File: config.mk
export PLATFORM = sky130hd
export DESIGN_NAME = converter_mode_pin_control
export DESIGN_NICKNAME = d
export VERILOG_FILES = /design/src/verilog/mode_ctrl_pkg.sv /design/src/verilog/converter_mode_pin_control.sv
export SDC_FILE = /design/constraint.sdc
export NUM_CORES = 1
export LEC_CHECK = 0
export BUFFER_PORTS_ARGS = -buffer_cell sky130_fd_sc_hd__buf_4
export CAP_MARGIN = 20
export CORE_UTILIZATION = 40
export CTS_CLUSTER_SIZE = 24
export DETAILED_ROUTE_END_ITERATION = 10
export GPL_TIMING_DRIVEN = 0
export PLACE_DENSITY_LB_ADDON = 0.25
export SYNTH_ARGS = -nofsm -noshare
export SYNTH_HDL_FRONTEND = slang
export SYNTH_SLANG_ARGS = --single-unit
export TNS_END_PERCENT = 10
File: constraint.sdc
create_clock -name i_sys_clk -period 5 [get_ports i_sys_clk]
set_input_delay 1.25 -clock i_sys_clk [delete_from_list [all_inputs] [get_ports i_sys_clk]]
set_output_delay 1.25 -clock i_sys_clk [all_outputs]
set_load 0.01 [all_outputs]
File: src/verilog/mode_ctrl_pkg.sv
// Constants for the converter mode-pin control block.
// Assumes a single sampling-derived system clock and plain control-word ports.
// Behaviour
// - In slave alignment mode, divided clocks realign to the incoming reference clock.
// - When enabled, two reference outputs toggle at one quarter of the clock rate.
// - Register Eh bit 1 enables the reference outputs; disabled after reset.
// - Outside extended mode the dual-edge pin selects interleaved or independent sampling.
// - In extended mode, sampling mode comes from register 0h bit 7.
// - Wait-select pin picks long or short wait before power-on self-trim.
// - Trigger low for minimum time then high for minimum time starts one self-trim.
// - Trigger high at power-on withholds power-on self-trim until cycled low-high.
// - In extended mode the trigger pin is ORed with register 0h bit 15.
// - Running output is high exactly while a self-trim sequence executes.
// - Each power-down pin powers down its channel; release after a finite delay.
// - In extended mode power-down pins are ORed with register 0h bits 11 and 10.
// - Outside extended mode the test-pattern pin selects fixed repeating pattern output.
// - In extended mode test pattern comes only from register 0h bit 12.
// - Output one-to-one pin selects non-demultiplexed or demultiplexed output in all modes.
package mode_ctrl_pkg;
  localparam int unsigned CLK_MHZ         = 200;
  localparam int unsigned CFG0_DUAL_EDGE  = 7;
  localparam int unsigned CFG0_PD_Q       = 10;
  localparam int unsigned CFG0_PD_I       = 11;
  localparam int unsigned CFG0_TEST_PAT   = 12;
  localparam int unsigned CFG0_TRIM_REQ   = 15;
  localparam int unsigned CFGE_REF_OUT_EN = 1;
  localparam int unsigned TRIG_LOW_NS     = 20;
  localparam int unsigned TRIG_HIGH_NS    = 20;
  localparam int unsigned TRIG_LOW_CYC    = (TRIG_LOW_NS * CLK_MHZ + 999) / 1000;
  localparam int unsigned TRIG_HIGH_CYC   = (TRIG_HIGH_NS * CLK_MHZ + 999) / 1000;
  localparam int unsigned PU_DELAY_NS     = 50;
  localparam int unsigned PU_DELAY_CYC    = (PU_DELAY_NS * CLK_MHZ + 999) / 1000;
  localparam int unsigned CNT_W           = 16;
  localparam int unsigned SYNC_STAGES     = 2;
  localparam logic [1:0]  DIV_LAST        = 2'h3;
endpackage
File: src/verilog/converter_mode_pin_control.sv
// Mode-pin and control-word combining logic with self-trim sequencing.
// Pins are asynchronous and synchronised here; control words come from the
// register logic on the same clock.
`timescale 1ns/1ps
module converter_mode_pin_control #(
  parameter int unsigned WAIT_LONG_CYC  = 8192,
  parameter int unsigned WAIT_SHORT_CYC = 4096,
  parameter int unsigned TRIM_RUN_CYC   = 8000
) (
  input  wire logic        i_sys_clk,
  input  wire logic        i_rst,
  input  wire logic        i_extended_control_mode,
  input  wire logic [15:0] i_cfg0_word,
  input  wire logic [15:0] i_cfge_word,
  input  wire logic        i_slave_mode,
  input  wire logic        i_align_enable,
  input  wire logic        i_sync_reference_in,
  input  wire logic        i_dual_edge_pin,
  input  wire logic        i_self_trim_wait_select,
  input  wire logic        i_trim_trigger_pin,
  input  wire logic        i_power_down_i_channel,
  input  wire logic        i_power_down_q_channel,
  input  wire logic        i_test_pattern_select,
  input  wire logic        i_output_one_to_one_select,
  output logic             o_sync_reference_out_a,
  output logic             o_sync_reference_out_b,
  output logic [1:0]       o_divided_phase,
  output logic             o_dual_edge_mode,
  output logic             o_self_trim_running,
  output logic             o_i_channel_off,
  output logic             o_q_channel_off,
  output logic             o_i_channel_ready,
  output logic             o_q_channel_ready,
  output logic             o_test_pattern_on,
  output logic             o_output_one_to_one
);
  localparam int unsigned CNT_W = mode_ctrl_pkg::CNT_W;

  typedef enum logic [3:0] {
    ST_INIT = 4'h1,
    ST_WAIT = 4'h2,
    ST_RUN  = 4'h4,
    ST_IDLE = 4'h8
  } trim_state_e;

  typedef struct packed {
    logic [7:0]       s1;
    logic [7:0]       s2;
    logic             ref_prev;
    logic [1:0]       div;
    logic             ref_out;
    trim_state_e      st;
    logic [CNT_W-1:0] cnt;
    logic [CNT_W-1:0] low_cnt;
    logic [CNT_W-1:0] high_cnt;
    logic             armed;
    logic             inhibit;
    logic [CNT_W-1:0] pu_i;
    logic [CNT_W-1:0] pu_q;
    logic             dual_edge;
    logic             tp;
    logic             one_to_one;
    logic             off_i;
    logic             off_q;
  } state_s;

  state_s cur_ff;
  state_s nxt_ff;
  logic   trig;
  logic   trig_fire;
  logic   ref_free;

  function automatic logic [CNT_W-1:0] sat_inc(input logic [CNT_W-1:0] v);
    sat_inc = (&v) ? v : v + 1'b1;
  endfunction

  // Synchronised pins: 0 ref,1 dual,2 wait,3 trig,4 pdi,5 pdq,6 tp,7 1:1.
  // pin ORed with the register request bit only in extended mode.
  assign trig = cur_ff.s2[3] |
                (i_extended_control_mode & i_cfg0_word[mode_ctrl_pkg::CFG0_TRIM_REQ]);
  // qualified low phase followed by qualified high phase.
  assign trig_fire = cur_ff.armed && trig &&
                     (cur_ff.high_cnt >= CNT_W'(mode_ctrl_pkg::TRIG_HIGH_CYC - 1));

  always_comb begin
    nxt_ff = cur_ff;
    nxt_ff.s1 = {i_output_one_to_one_select, i_test_pattern_select,
                 i_power_down_q_channel, i_power_down_i_channel, i_trim_trigger_pin,
                 i_self_trim_wait_select, i_dual_edge_pin, i_sync_reference_in};
    nxt_ff.s2 = cur_ff.s1;
    nxt_ff.ref_prev = cur_ff.s2[0];
    // realign the divider on the reference rising edge.
    if (i_align_enable && i_slave_mode && cur_ff.s2[0] && !cur_ff.ref_prev) begin
      nxt_ff.div = 2'h0;
    end else begin
      nxt_ff.div = cur_ff.div + 2'h1;
    end
    // toggle twice per four clocks gives a quarter-rate square wave.
    // outputs held low while the enable bit is clear.
    if (!i_cfge_word[mode_ctrl_pkg::CFGE_REF_OUT_EN]) begin
      nxt_ff.ref_out = 1'b0;
    end else if (cur_ff.div[0]) begin
      nxt_ff.ref_out = ~cur_ff.ref_out;
    end
    nxt_ff.dual_edge = i_extended_control_mode ?
                       i_cfg0_word[mode_ctrl_pkg::CFG0_DUAL_EDGE] : cur_ff.s2[1];
    // pin selects the pattern outside extended mode.
    // control bit only in extended mode.
    nxt_ff.tp = i_extended_control_mode ?
                i_cfg0_word[mode_ctrl_pkg::CFG0_TEST_PAT] : cur_ff.s2[6];
    nxt_ff.one_to_one = cur_ff.s2[7];
    // pins power channels down in both modes.
    // OR with control bits in extended mode.
    nxt_ff.off_i = cur_ff.s2[4] |
                   (i_extended_control_mode & i_cfg0_word[mode_ctrl_pkg::CFG0_PD_I]);
    nxt_ff.off_q = cur_ff.s2[5] |
                   (i_extended_control_mode & i_cfg0_word[mode_ctrl_pkg::CFG0_PD_Q]);
    nxt_ff.pu_i = cur_ff.off_i ? '0 : sat_inc(cur_ff.pu_i);
    nxt_ff.pu_q = cur_ff.off_q ? '0 : sat_inc(cur_ff.pu_q);
    // Trigger phase qualification.
    if (trig) begin
      nxt_ff.low_cnt  = '0;
      nxt_ff.high_cnt = sat_inc(cur_ff.high_cnt);
    end else begin
      nxt_ff.high_cnt = '0;
      nxt_ff.low_cnt  = sat_inc(cur_ff.low_cnt);
      if (cur_ff.low_cnt >= CNT_W'(mode_ctrl_pkg::TRIG_LOW_CYC - 1)) begin
        nxt_ff.armed = 1'b1;
      end
    end
    unique case (cur_ff.st)
      ST_INIT: begin
        // trigger high at power-on withholds the automatic run.
        // The trigger is sampled only once the synchronisers hold real pin levels.
        nxt_ff.cnt = sat_inc(cur_ff.cnt);
        if (cur_ff.cnt >= CNT_W'(mode_ctrl_pkg::SYNC_STAGES)) begin
          nxt_ff.inhibit = trig;
          nxt_ff.cnt     = '0;
          nxt_ff.st      = ST_WAIT;
        end
      end
      ST_WAIT: begin
        nxt_ff.cnt = sat_inc(cur_ff.cnt);
        if (cur_ff.inhibit) begin
          if (trig_fire) begin
            nxt_ff.armed = 1'b0;
            nxt_ff.cnt   = '0;
            nxt_ff.st    = ST_RUN;
          end
        // pin selects the long or short pre-trim wait.
        end else if (cur_ff.cnt >= (cur_ff.s2[2] ? CNT_W'(WAIT_LONG_CYC - 1) :
                                                  CNT_W'(WAIT_SHORT_CYC - 1))) begin
          nxt_ff.cnt = '0;
          nxt_ff.st  = ST_RUN;
        end
      end
      ST_RUN: begin
        nxt_ff.cnt = sat_inc(cur_ff.cnt);
        if (cur_ff.cnt >= CNT_W'(TRIM_RUN_CYC - 1)) begin
          nxt_ff.armed = 1'b0;
          nxt_ff.st    = ST_IDLE;
        end
      end
      ST_IDLE: begin
        if (trig_fire) begin
          nxt_ff.armed = 1'b0;
          nxt_ff.cnt   = '0;
          nxt_ff.st    = ST_RUN;
        end
      end
      default: nxt_ff.st = ST_INIT;
    endcase
  end

  always_ff @(posedge i_sys_clk or posedge i_rst) begin
    if (i_rst) begin
      cur_ff    <= '0;
      cur_ff.st <= ST_INIT;
    end else begin
      cur_ff <= nxt_ff;
    end
  end

  assign o_sync_reference_out_a = cur_ff.ref_out;
  assign o_sync_reference_out_b = cur_ff.ref_out;
  assign o_divided_phase        = cur_ff.div;
  assign o_dual_edge_mode       = cur_ff.dual_edge;
  // running exactly while in the run state.
  assign o_self_trim_running    = (cur_ff.st == ST_RUN);
  assign o_i_channel_off        = cur_ff.off_i;
  assign o_q_channel_off        = cur_ff.off_q;
  assign o_i_channel_ready      = !cur_ff.off_i &&
                                  (cur_ff.pu_i >= CNT_W'(mode_ctrl_pkg::PU_DELAY_CYC));
  assign o_q_channel_ready      = !cur_ff.off_q &&
                                  (cur_ff.pu_q >= CNT_W'(mode_ctrl_pkg::PU_DELAY_CYC));
  assign o_test_pattern_on      = cur_ff.tp;
  assign o_output_one_to_one    = cur_ff.one_to_one;

  // Realignment may legally jump the phase, so the rate check skips slave alignment.
  assign ref_free = i_cfge_word[mode_ctrl_pkg::CFGE_REF_OUT_EN] &&
                    !(i_align_enable && i_slave_mode);

  a_ref_out_off: assert property (@(posedge i_sys_clk) disable iff (i_rst)
    !i_cfge_word[mode_ctrl_pkg::CFGE_REF_OUT_EN] |=> !o_sync_reference_out_a)
    else $error("reference output active while disabled");
  a_ref_quarter: assert property (@(posedge i_sys_clk) disable iff (i_rst)
    (ref_free [*3] ##0 $rose(o_sync_reference_out_a)
     ##1 ref_free [*2]) |-> $fell(o_sync_reference_out_a))
    else $error("reference output not quarter rate");
  a_align_reset: assert property (@(posedge i_sys_clk) disable iff (i_rst)
    (i_align_enable && i_slave_mode && cur_ff.s2[0] && !cur_ff.ref_prev) |=>
    (o_divided_phase == 2'h0))
    else $error("divider not aligned to reference");
  a_dual_edge_sel: assert property (@(posedge i_sys_clk) disable iff (i_rst)
    i_extended_control_mode |=>
    (o_dual_edge_mode == $past(i_cfg0_word[mode_ctrl_pkg::CFG0_DUAL_EDGE])))
    else $error("sampling mode not from control bit");
  a_dual_edge_pin: assert property (@(posedge i_sys_clk) disable iff (i_rst)
    !i_extended_control_mode |=> (o_dual_edge_mode == $past(cur_ff.s2[1])))
    else $error("sampling mode not from pin");
  a_test_pat_sel: assert property (@(posedge i_sys_clk) disable iff (i_rst)
    i_extended_control_mode |=>
    (o_test_pattern_on == $past(i_cfg0_word[mode_ctrl_pkg::CFG0_TEST_PAT])))
    else $error("test pattern not from control bit");
  a_pd_or_i: assert property (@(posedge i_sys_clk) disable iff (i_rst)
    (i_extended_control_mode && i_cfg0_word[mode_ctrl_pkg::CFG0_PD_I]) |=> o_i_channel_off)
    else $error("i channel not powered down by control bit");
  a_pd_pin_q: assert property (@(posedge i_sys_clk) disable iff (i_rst)
    cur_ff.s2[5] |=> (o_q_channel_off ##1 !o_q_channel_ready))
    else $error("q channel not powered down by pin");
  a_run_length: assert property (@(posedge i_sys_clk) disable iff (i_rst)
    $rose(o_self_trim_running) |-> o_self_trim_running [*8])
    else $error("self-trim run cut short");
  a_one_to_one: assert property (@(posedge i_sys_clk) disable iff (i_rst)
    1'b1 |=> (o_output_one_to_one == $past(cur_ff.s2[7])))
    else $error("output mode not from pin");
  a_inhibit_hold: assert property (@(posedge i_sys_clk) disable iff (i_rst)
    (cur_ff.st == ST_WAIT && cur_ff.inhibit && !trig_fire) |=> !o_self_trim_running)
    else $error("power-on self-trim not withheld");
  a_trig_start: assert property (@(posedge i_sys_clk) disable iff (i_rst)
    (cur_ff.st == ST_IDLE && trig_fire) |=> o_self_trim_running)
    else $error("qualified trigger did not start self-trim");

  c_trim_run: cover property (@(posedge i_sys_clk) disable iff (i_rst)
    $fell(o_self_trim_running));
  c_ref_toggle: cover property (@(posedge i_sys_clk) disable iff (i_rst)
    $rose(o_sync_reference_out_b));
  c_demand_trim: cover property (@(posedge i_sys_clk) disable iff (i_rst)
    cur_ff.st == ST_IDLE && trig_fire);
  c_align: cover property (@(posedge i_sys_clk) disable iff (i_rst)
    i_align_enable && i_slave_mode && cur_ff.s2[0] && !cur_ff.ref_prev);
endmodule

== Word level (Yosys, flattened, before mapping) ==
Index checks and enable logic that the tools add are counted.
Storage, ports and cells
  flip-flop bits (word level): 111
  bits in latches: 0
  bits in writable memories: 0
  bits in read-only memories: 0
  bits of input ports: 45
  output and inout port bits: 12
  logic and storage cells: 99
  memories: 0
Cells by class
  add/subtract/negate cells: 6
  multiply operators: 0
  divide/modulo/power cells: 0
  magnitude comparators: 7
  equal/unequal tests: 14
  shifts and indexed selects: 0
  mux-type cells: 28
  bitwise operators: 7
  reduce and logical (&&, ||, !) cells: 19
Operators by type and width (number)
  2-to-1 mux 16 bit: 7
  2-to-1 mux 20 bit: 5
  adder 16 x 1 -> 16 bit, second input constant: 5
  AND reduction 16 bit: 5
  one-hot mux 16 bit (4 select lines): 1
  >= comparator 16 x 2 -> 1 bit, second input constant: 3
  >= comparator 16 x 4 -> 1 bit, second input constant: 2
  2-to-1 mux 32 bit: 1
  >= comparator 16 x 13 -> 1 bit: 1
  >= comparator 16 x 13 -> 1 bit, second input constant: 1
  one-hot mux 4 bit (4 select lines): 1
  2-to-1 mux 13 bit: 1
  inequality test 2 bit, second input constant: 6
  2-to-1 mux 1 bit: 9
  logical AND 1 bit: 7
  inequality test 3 bit, second input constant: 2
  AND reduction 5 bit: 1
  equality test 4 x 1 -> 1 bit, second input constant: 1
  equality test 4 x 2 -> 1 bit, second input constant: 1
  equality test 4 x 3 -> 1 bit, second input constant: 1
  equality test 4 bit, second input constant: 1
  2-to-1 mux 4 bit: 1
  inequality test 2 x 1 -> 1 bit, second input constant: 2
  AND reduction 2 bit: 2
  other kinds (8): 14

== Longest topological paths before layout ==
  depth in word-level cells: 7
  depth in mapped cells: 10
  depth with buffers taken out: 8

== Worst setup path after synthesis ==
OpenSTA, ideal clock, no wires.
  kind: input to register
  start point: input port i_extended_control_mode
  end point: register cur_ff[76] (netlist name)
  library setup time: 0.079 ns
  arrival: 2.452 ns
  required time: 4.921 ns
  setup slack: 2.469 ns
  cell stages on the path: 7
  path buffers: 2
  cell sequence: a21o_1 and4_4 o311ai_4 buf_6 buf_8 nand4_1 mux2i_1
Between the ends
  word-level cells in the longest chain between the ends: 7
  elaborated cells between the ends (all ways): 9
  classes of those cells: eq/ne (1); mux (3); bitwise (2); reduce/logical (3)
Ends and longest elaborated chain
  start: declaration: line converter_mode_pin_control.sv:12  | input wire logic i_extended_control_mode,
  AND 1 bit (*): line converter_mode_pin_control.sv:80  | (i_extended_control_mode & i_cfg0_word[mode_ctrl_pkg::CFG0_TRIM_REQ]);
  bitwise OR 1 bit (*): line converter_mode_pin_control.sv:79  | assign trig = cur_ff.s2[3] |
  logical AND 1 bit (*) (2 in series): line converter_mode_pin_control.sv:82  | assign trig_fire = cur_ff.armed && trig &&
  2-to-1 mux 20 bit: line converter_mode_pin_control.sv:145  | if (trig_fire) begin
  2-to-1 mux 20 bit: line converter_mode_pin_control.sv:144  | if (cur_ff.inhibit) begin
  one-hot mux 16 bit (4 select lines): line converter_mode_pin_control.sv:131  | unique case (cur_ff.st)
  end signal: assignment: line converter_mode_pin_control.sv:180  | cur_ff <= nxt_ff;
  end: declaration: line converter_mode_pin_control.sv:67  | state_s cur_ff;
Every way passes the cells marked *; elsewhere a longest branch is shown, timed or not. The select of a mux whose other input is x is not followed.
A chain may end at the register's enable or synchronous reset.

== Worst setup path in the final report ==
  start point: register cur_ff[88] (netlist name)
  end point: output port o_self_trim_running
Between the ends
  word-level cells in the longest chain between the ends: 1
Ends and longest elaborated chain
  equality test 4 x 3 -> 1 bit: line converter_mode_pin_control.sv:189  | assign o_self_trim_running = (cur_ff.st == ST_RUN);
  end: declaration: line converter_mode_pin_control.sv:29  | output logic o_self_trim_running,
No other way between the ends.

==> impl_metrics.yaml <==
status:
  status: "complete, no violations"
timing:
  max-slew-margin-rel_pct: 47.7
  drv_slew: 0
  rsz0062_at_grt: "false"
  setup_viol: 0
  min_period_ns: 3.04
  max_freq_mhz: 328
  hold_violations: 0
  period_share_pct: 60.9
  fin_skew_ns: 0.0101
  worstMarginPinSlew_ns: 0.785
routing:
  wire_per_inst_um: 14.6
  viasPerCell: 5.54
  postRouteWirelength_um: 11300
  antenna_left: 0
  dr.pass1.iters: 5
  post-route-drc-count: 0
  drtIter0Drc: 310
  via_count: 4316
layout:
  final_area_um2: 6290
  fillers: 1258
  drive_above_1_share_pct: 12.8
  final_cells: 779
  antenna_cells: 0
  area_growth_pct: 14.0
  fin_nets: 652
  post-route-util_pct: 47.1
synthesis:
  synthTopCellsByArea: "dfrtp_1 50%, nor2_1 5.4%, xor2_1 4.4%, xnor2_1 3.2%, nand4_1 3.1%"
  syn_nets: 610
  yosysMostFrequentCell: "dfrtp_1"
  ys_ff_latch: 111
  yosysUniqueCellTypes: 64
  syn_inst: 556
  avgSynthCellArea_um2: 9.92
  yosysTopAreaCellShare_pct: 49.9
  synth.top_cells.by_count: "110 x dfrtp_1, 79 x nor2_1, 41 x nand2_1"
  yosys_warnings: 0
  synth-edff-count: 0
  synth_top_area_cell: "dfrtp_1"
  ys_seq_area_share_pct: 50.4
  synth_flop_cell: "dfrtp_1"
  syn_area_um2: 5520
  synth-async-reset-ratio_pct: 100
clock_tree:
  cts_tree: "done"
  cts_hold_buf: 0
  ctsResizeCount: 0
  clock-root-buffer: "clkbuf_16"
  clock_path_buffers: 2
  h-tree-depth: 3
  post_cts_buffers: 0
  cts_made_buffers: 9
  clk_pin_slew_ns: 0.07
  clk_latency_ns: 0.36
  cts_sinks: 111
floorplan:
  initial_core_util_pct: 41.3
  rows: 42
  fp.dieH_um: 119
  core_um2: 13300
  ios: 57
  die_w_um: 119
  die_area_um2: 14300
global_routing:
  antenna_found_initial: 0
  overflow: 0
  grt_pass1_vias: 4231
  grt_max_degree: 65
  grt_pass1_wl_um: 19900
  track_usage_pct: 17.5
critical_path:
  worst_ep_arrival_time_ns: 1.79
  critPathTopFamily: "simple AND/OR/NAND/NOR gates"
  path_class: "reg2out"
  startpoint_type: "flip-flop"
  path_buf_inv: 2
  worst_setup_path_end_kind: "primary output"
  worst-path-max-fanout: 7
  critPathMaxStageDelay_ns: 0.66
  cp_slowest_cell: "nor4b_1"
  cp_cell_sequence: "clkbuf_1 > nor4b_1 > buf_4"
  crit_required_ns: 3.75
pwr:
  leakagePower_uw: 0.00271
  power_uw: 2200
  vdd_drop_max_mv: 0.176
  power_density_nw_per_um2: 349
flow_run:
  maxCapViolCount: 0
placed_design:
  placed_area_um2: 5990
  place_inst: 763
  place_congestion: 0.897
  dp_hpwl_um: 7770
  io_buffer_count: 30
hold_path:
  min-delay-path-class: "reg2reg"
==> state kept, by name (all words and copies together) (netlist names) <==
name,count
cur_ff,103
o_divided_phase,2
o_dual_edge_mode,1
o_i_channel_off,1
o_output_one_to_one,1
o_q_channel_off,1
o_sync_reference_out_a,1
o_test_pattern_on,1
==> placed cells by master, fill, tap and decap left out, types with 5 or more instances in the layout <==
cell / n
buf_4: 34
dfrtp_1: 110
nand4_1: 27
nand2_1: 41
ha_1: 9
xnor2_1: 20
clkbuf_1: 12
a21oi_1: 9
a31oi_1: 17
a32oi_1: 5
nand3_1: 29
and3_1: 14
inv_1: 10
o21ai_0: 13
a211oi_1: 6
xor2_1: 28
and4_1: 10
o21a_1: 5
nor3_1: 14
nor4_1: 18
nor2_1: 79
clkbuf_16: 9
==> worst register-to-register path, stage by stage, from the launching register on <==
cell	delay, ns
dfrtp_1	0.47
ha_1	0.23
nand3_1	0.21
or2_1	0.16
buf_6	0.13
o22ai_4	0.09
o311ai_4	0.38
nand2_1	0.32
o311ai_1	0.34
==> logic make-up (layout without fill, tap and decap cells) <==
family	after synthesis	after routing	share of synthesized area (%)
adders and majority gates	9	9	2.04
and+or+nand+nor	258	258	23.9
xor gates and xnor gates	48	48	7.62
muxes	5	5	0.952
buffers and inverters	36	83	3.54
AOI/OAI and AO/OA	89	89	11.6
DFF	111	111	50.4
==> metal layers <==
layer | routed length, µm | share of wire (%) | vias to the layer above | GRT usage, %
met5 | 0 | 0 | - | 0
met4 | 177 | 1.6 | 0 | 7.11
met3 | 468 | 4.1 | 15 | 4.55
met2 | 5330 | 47 | 111 | 27.9
met1 | 5360 | 47 | 2092 | 22.6
li1 | - | - | 2098 | -
==> worst paths after layout <==
check | slack [ns] | to | startpoint | depth (start not counted)
max | 1.96 | o_self_trim_running | cur_ff[88] | 3
min | 0.35 | cur_ff[99] | cur_ff[107] | 0
max reg2reg | 2.58 | cur_ff[73] | cur_ff[72] | 8
min reg2reg | 0.35 | cur_ff[99] | cur_ff[107] | 0
max in group asynchronous | 3.21 | cur_ff[87] | i_rst | 3
min in group asynchronous | 1.06 | cur_ff[100] | i_rst | 2
==> through the flow <==
step           hold slack [ns]  TNS, ns  worst slack (ns)
2_1_floorplan            0.331        0             0.821
3_3_place_gp             0.334   -45.60            -0.421
3_5_place_dp             0.336        0              1.98
4_1_cts                  0.351        0              1.92
5_1_grt                  0.355        0              1.82
6_report                 0.348        0              1.96
==> where the power goes <==
part           switching (µW)  internal [µW]  leakage, µW
Clock                     329            390     0.000131
Combinational             277            189      0.00110
Sequential               56.0            954      0.00147
Total                     662           1530      0.00271
==> area by class of cell <==
class	instances	area, µm²	area share [%]
plain buffers	25	154	2.45
clock inverters	6	68.8	1.09
clock buffers	10	229	3.64
well taps	176	220	3.50
repair buffers	31	253	4.02
inverters	11	43.8	0.696
multi-input cells	409	2540	40.4
flip-flops and latches	111	2780	44.2
Note: power is estimated with default switching activity, not from simulation.
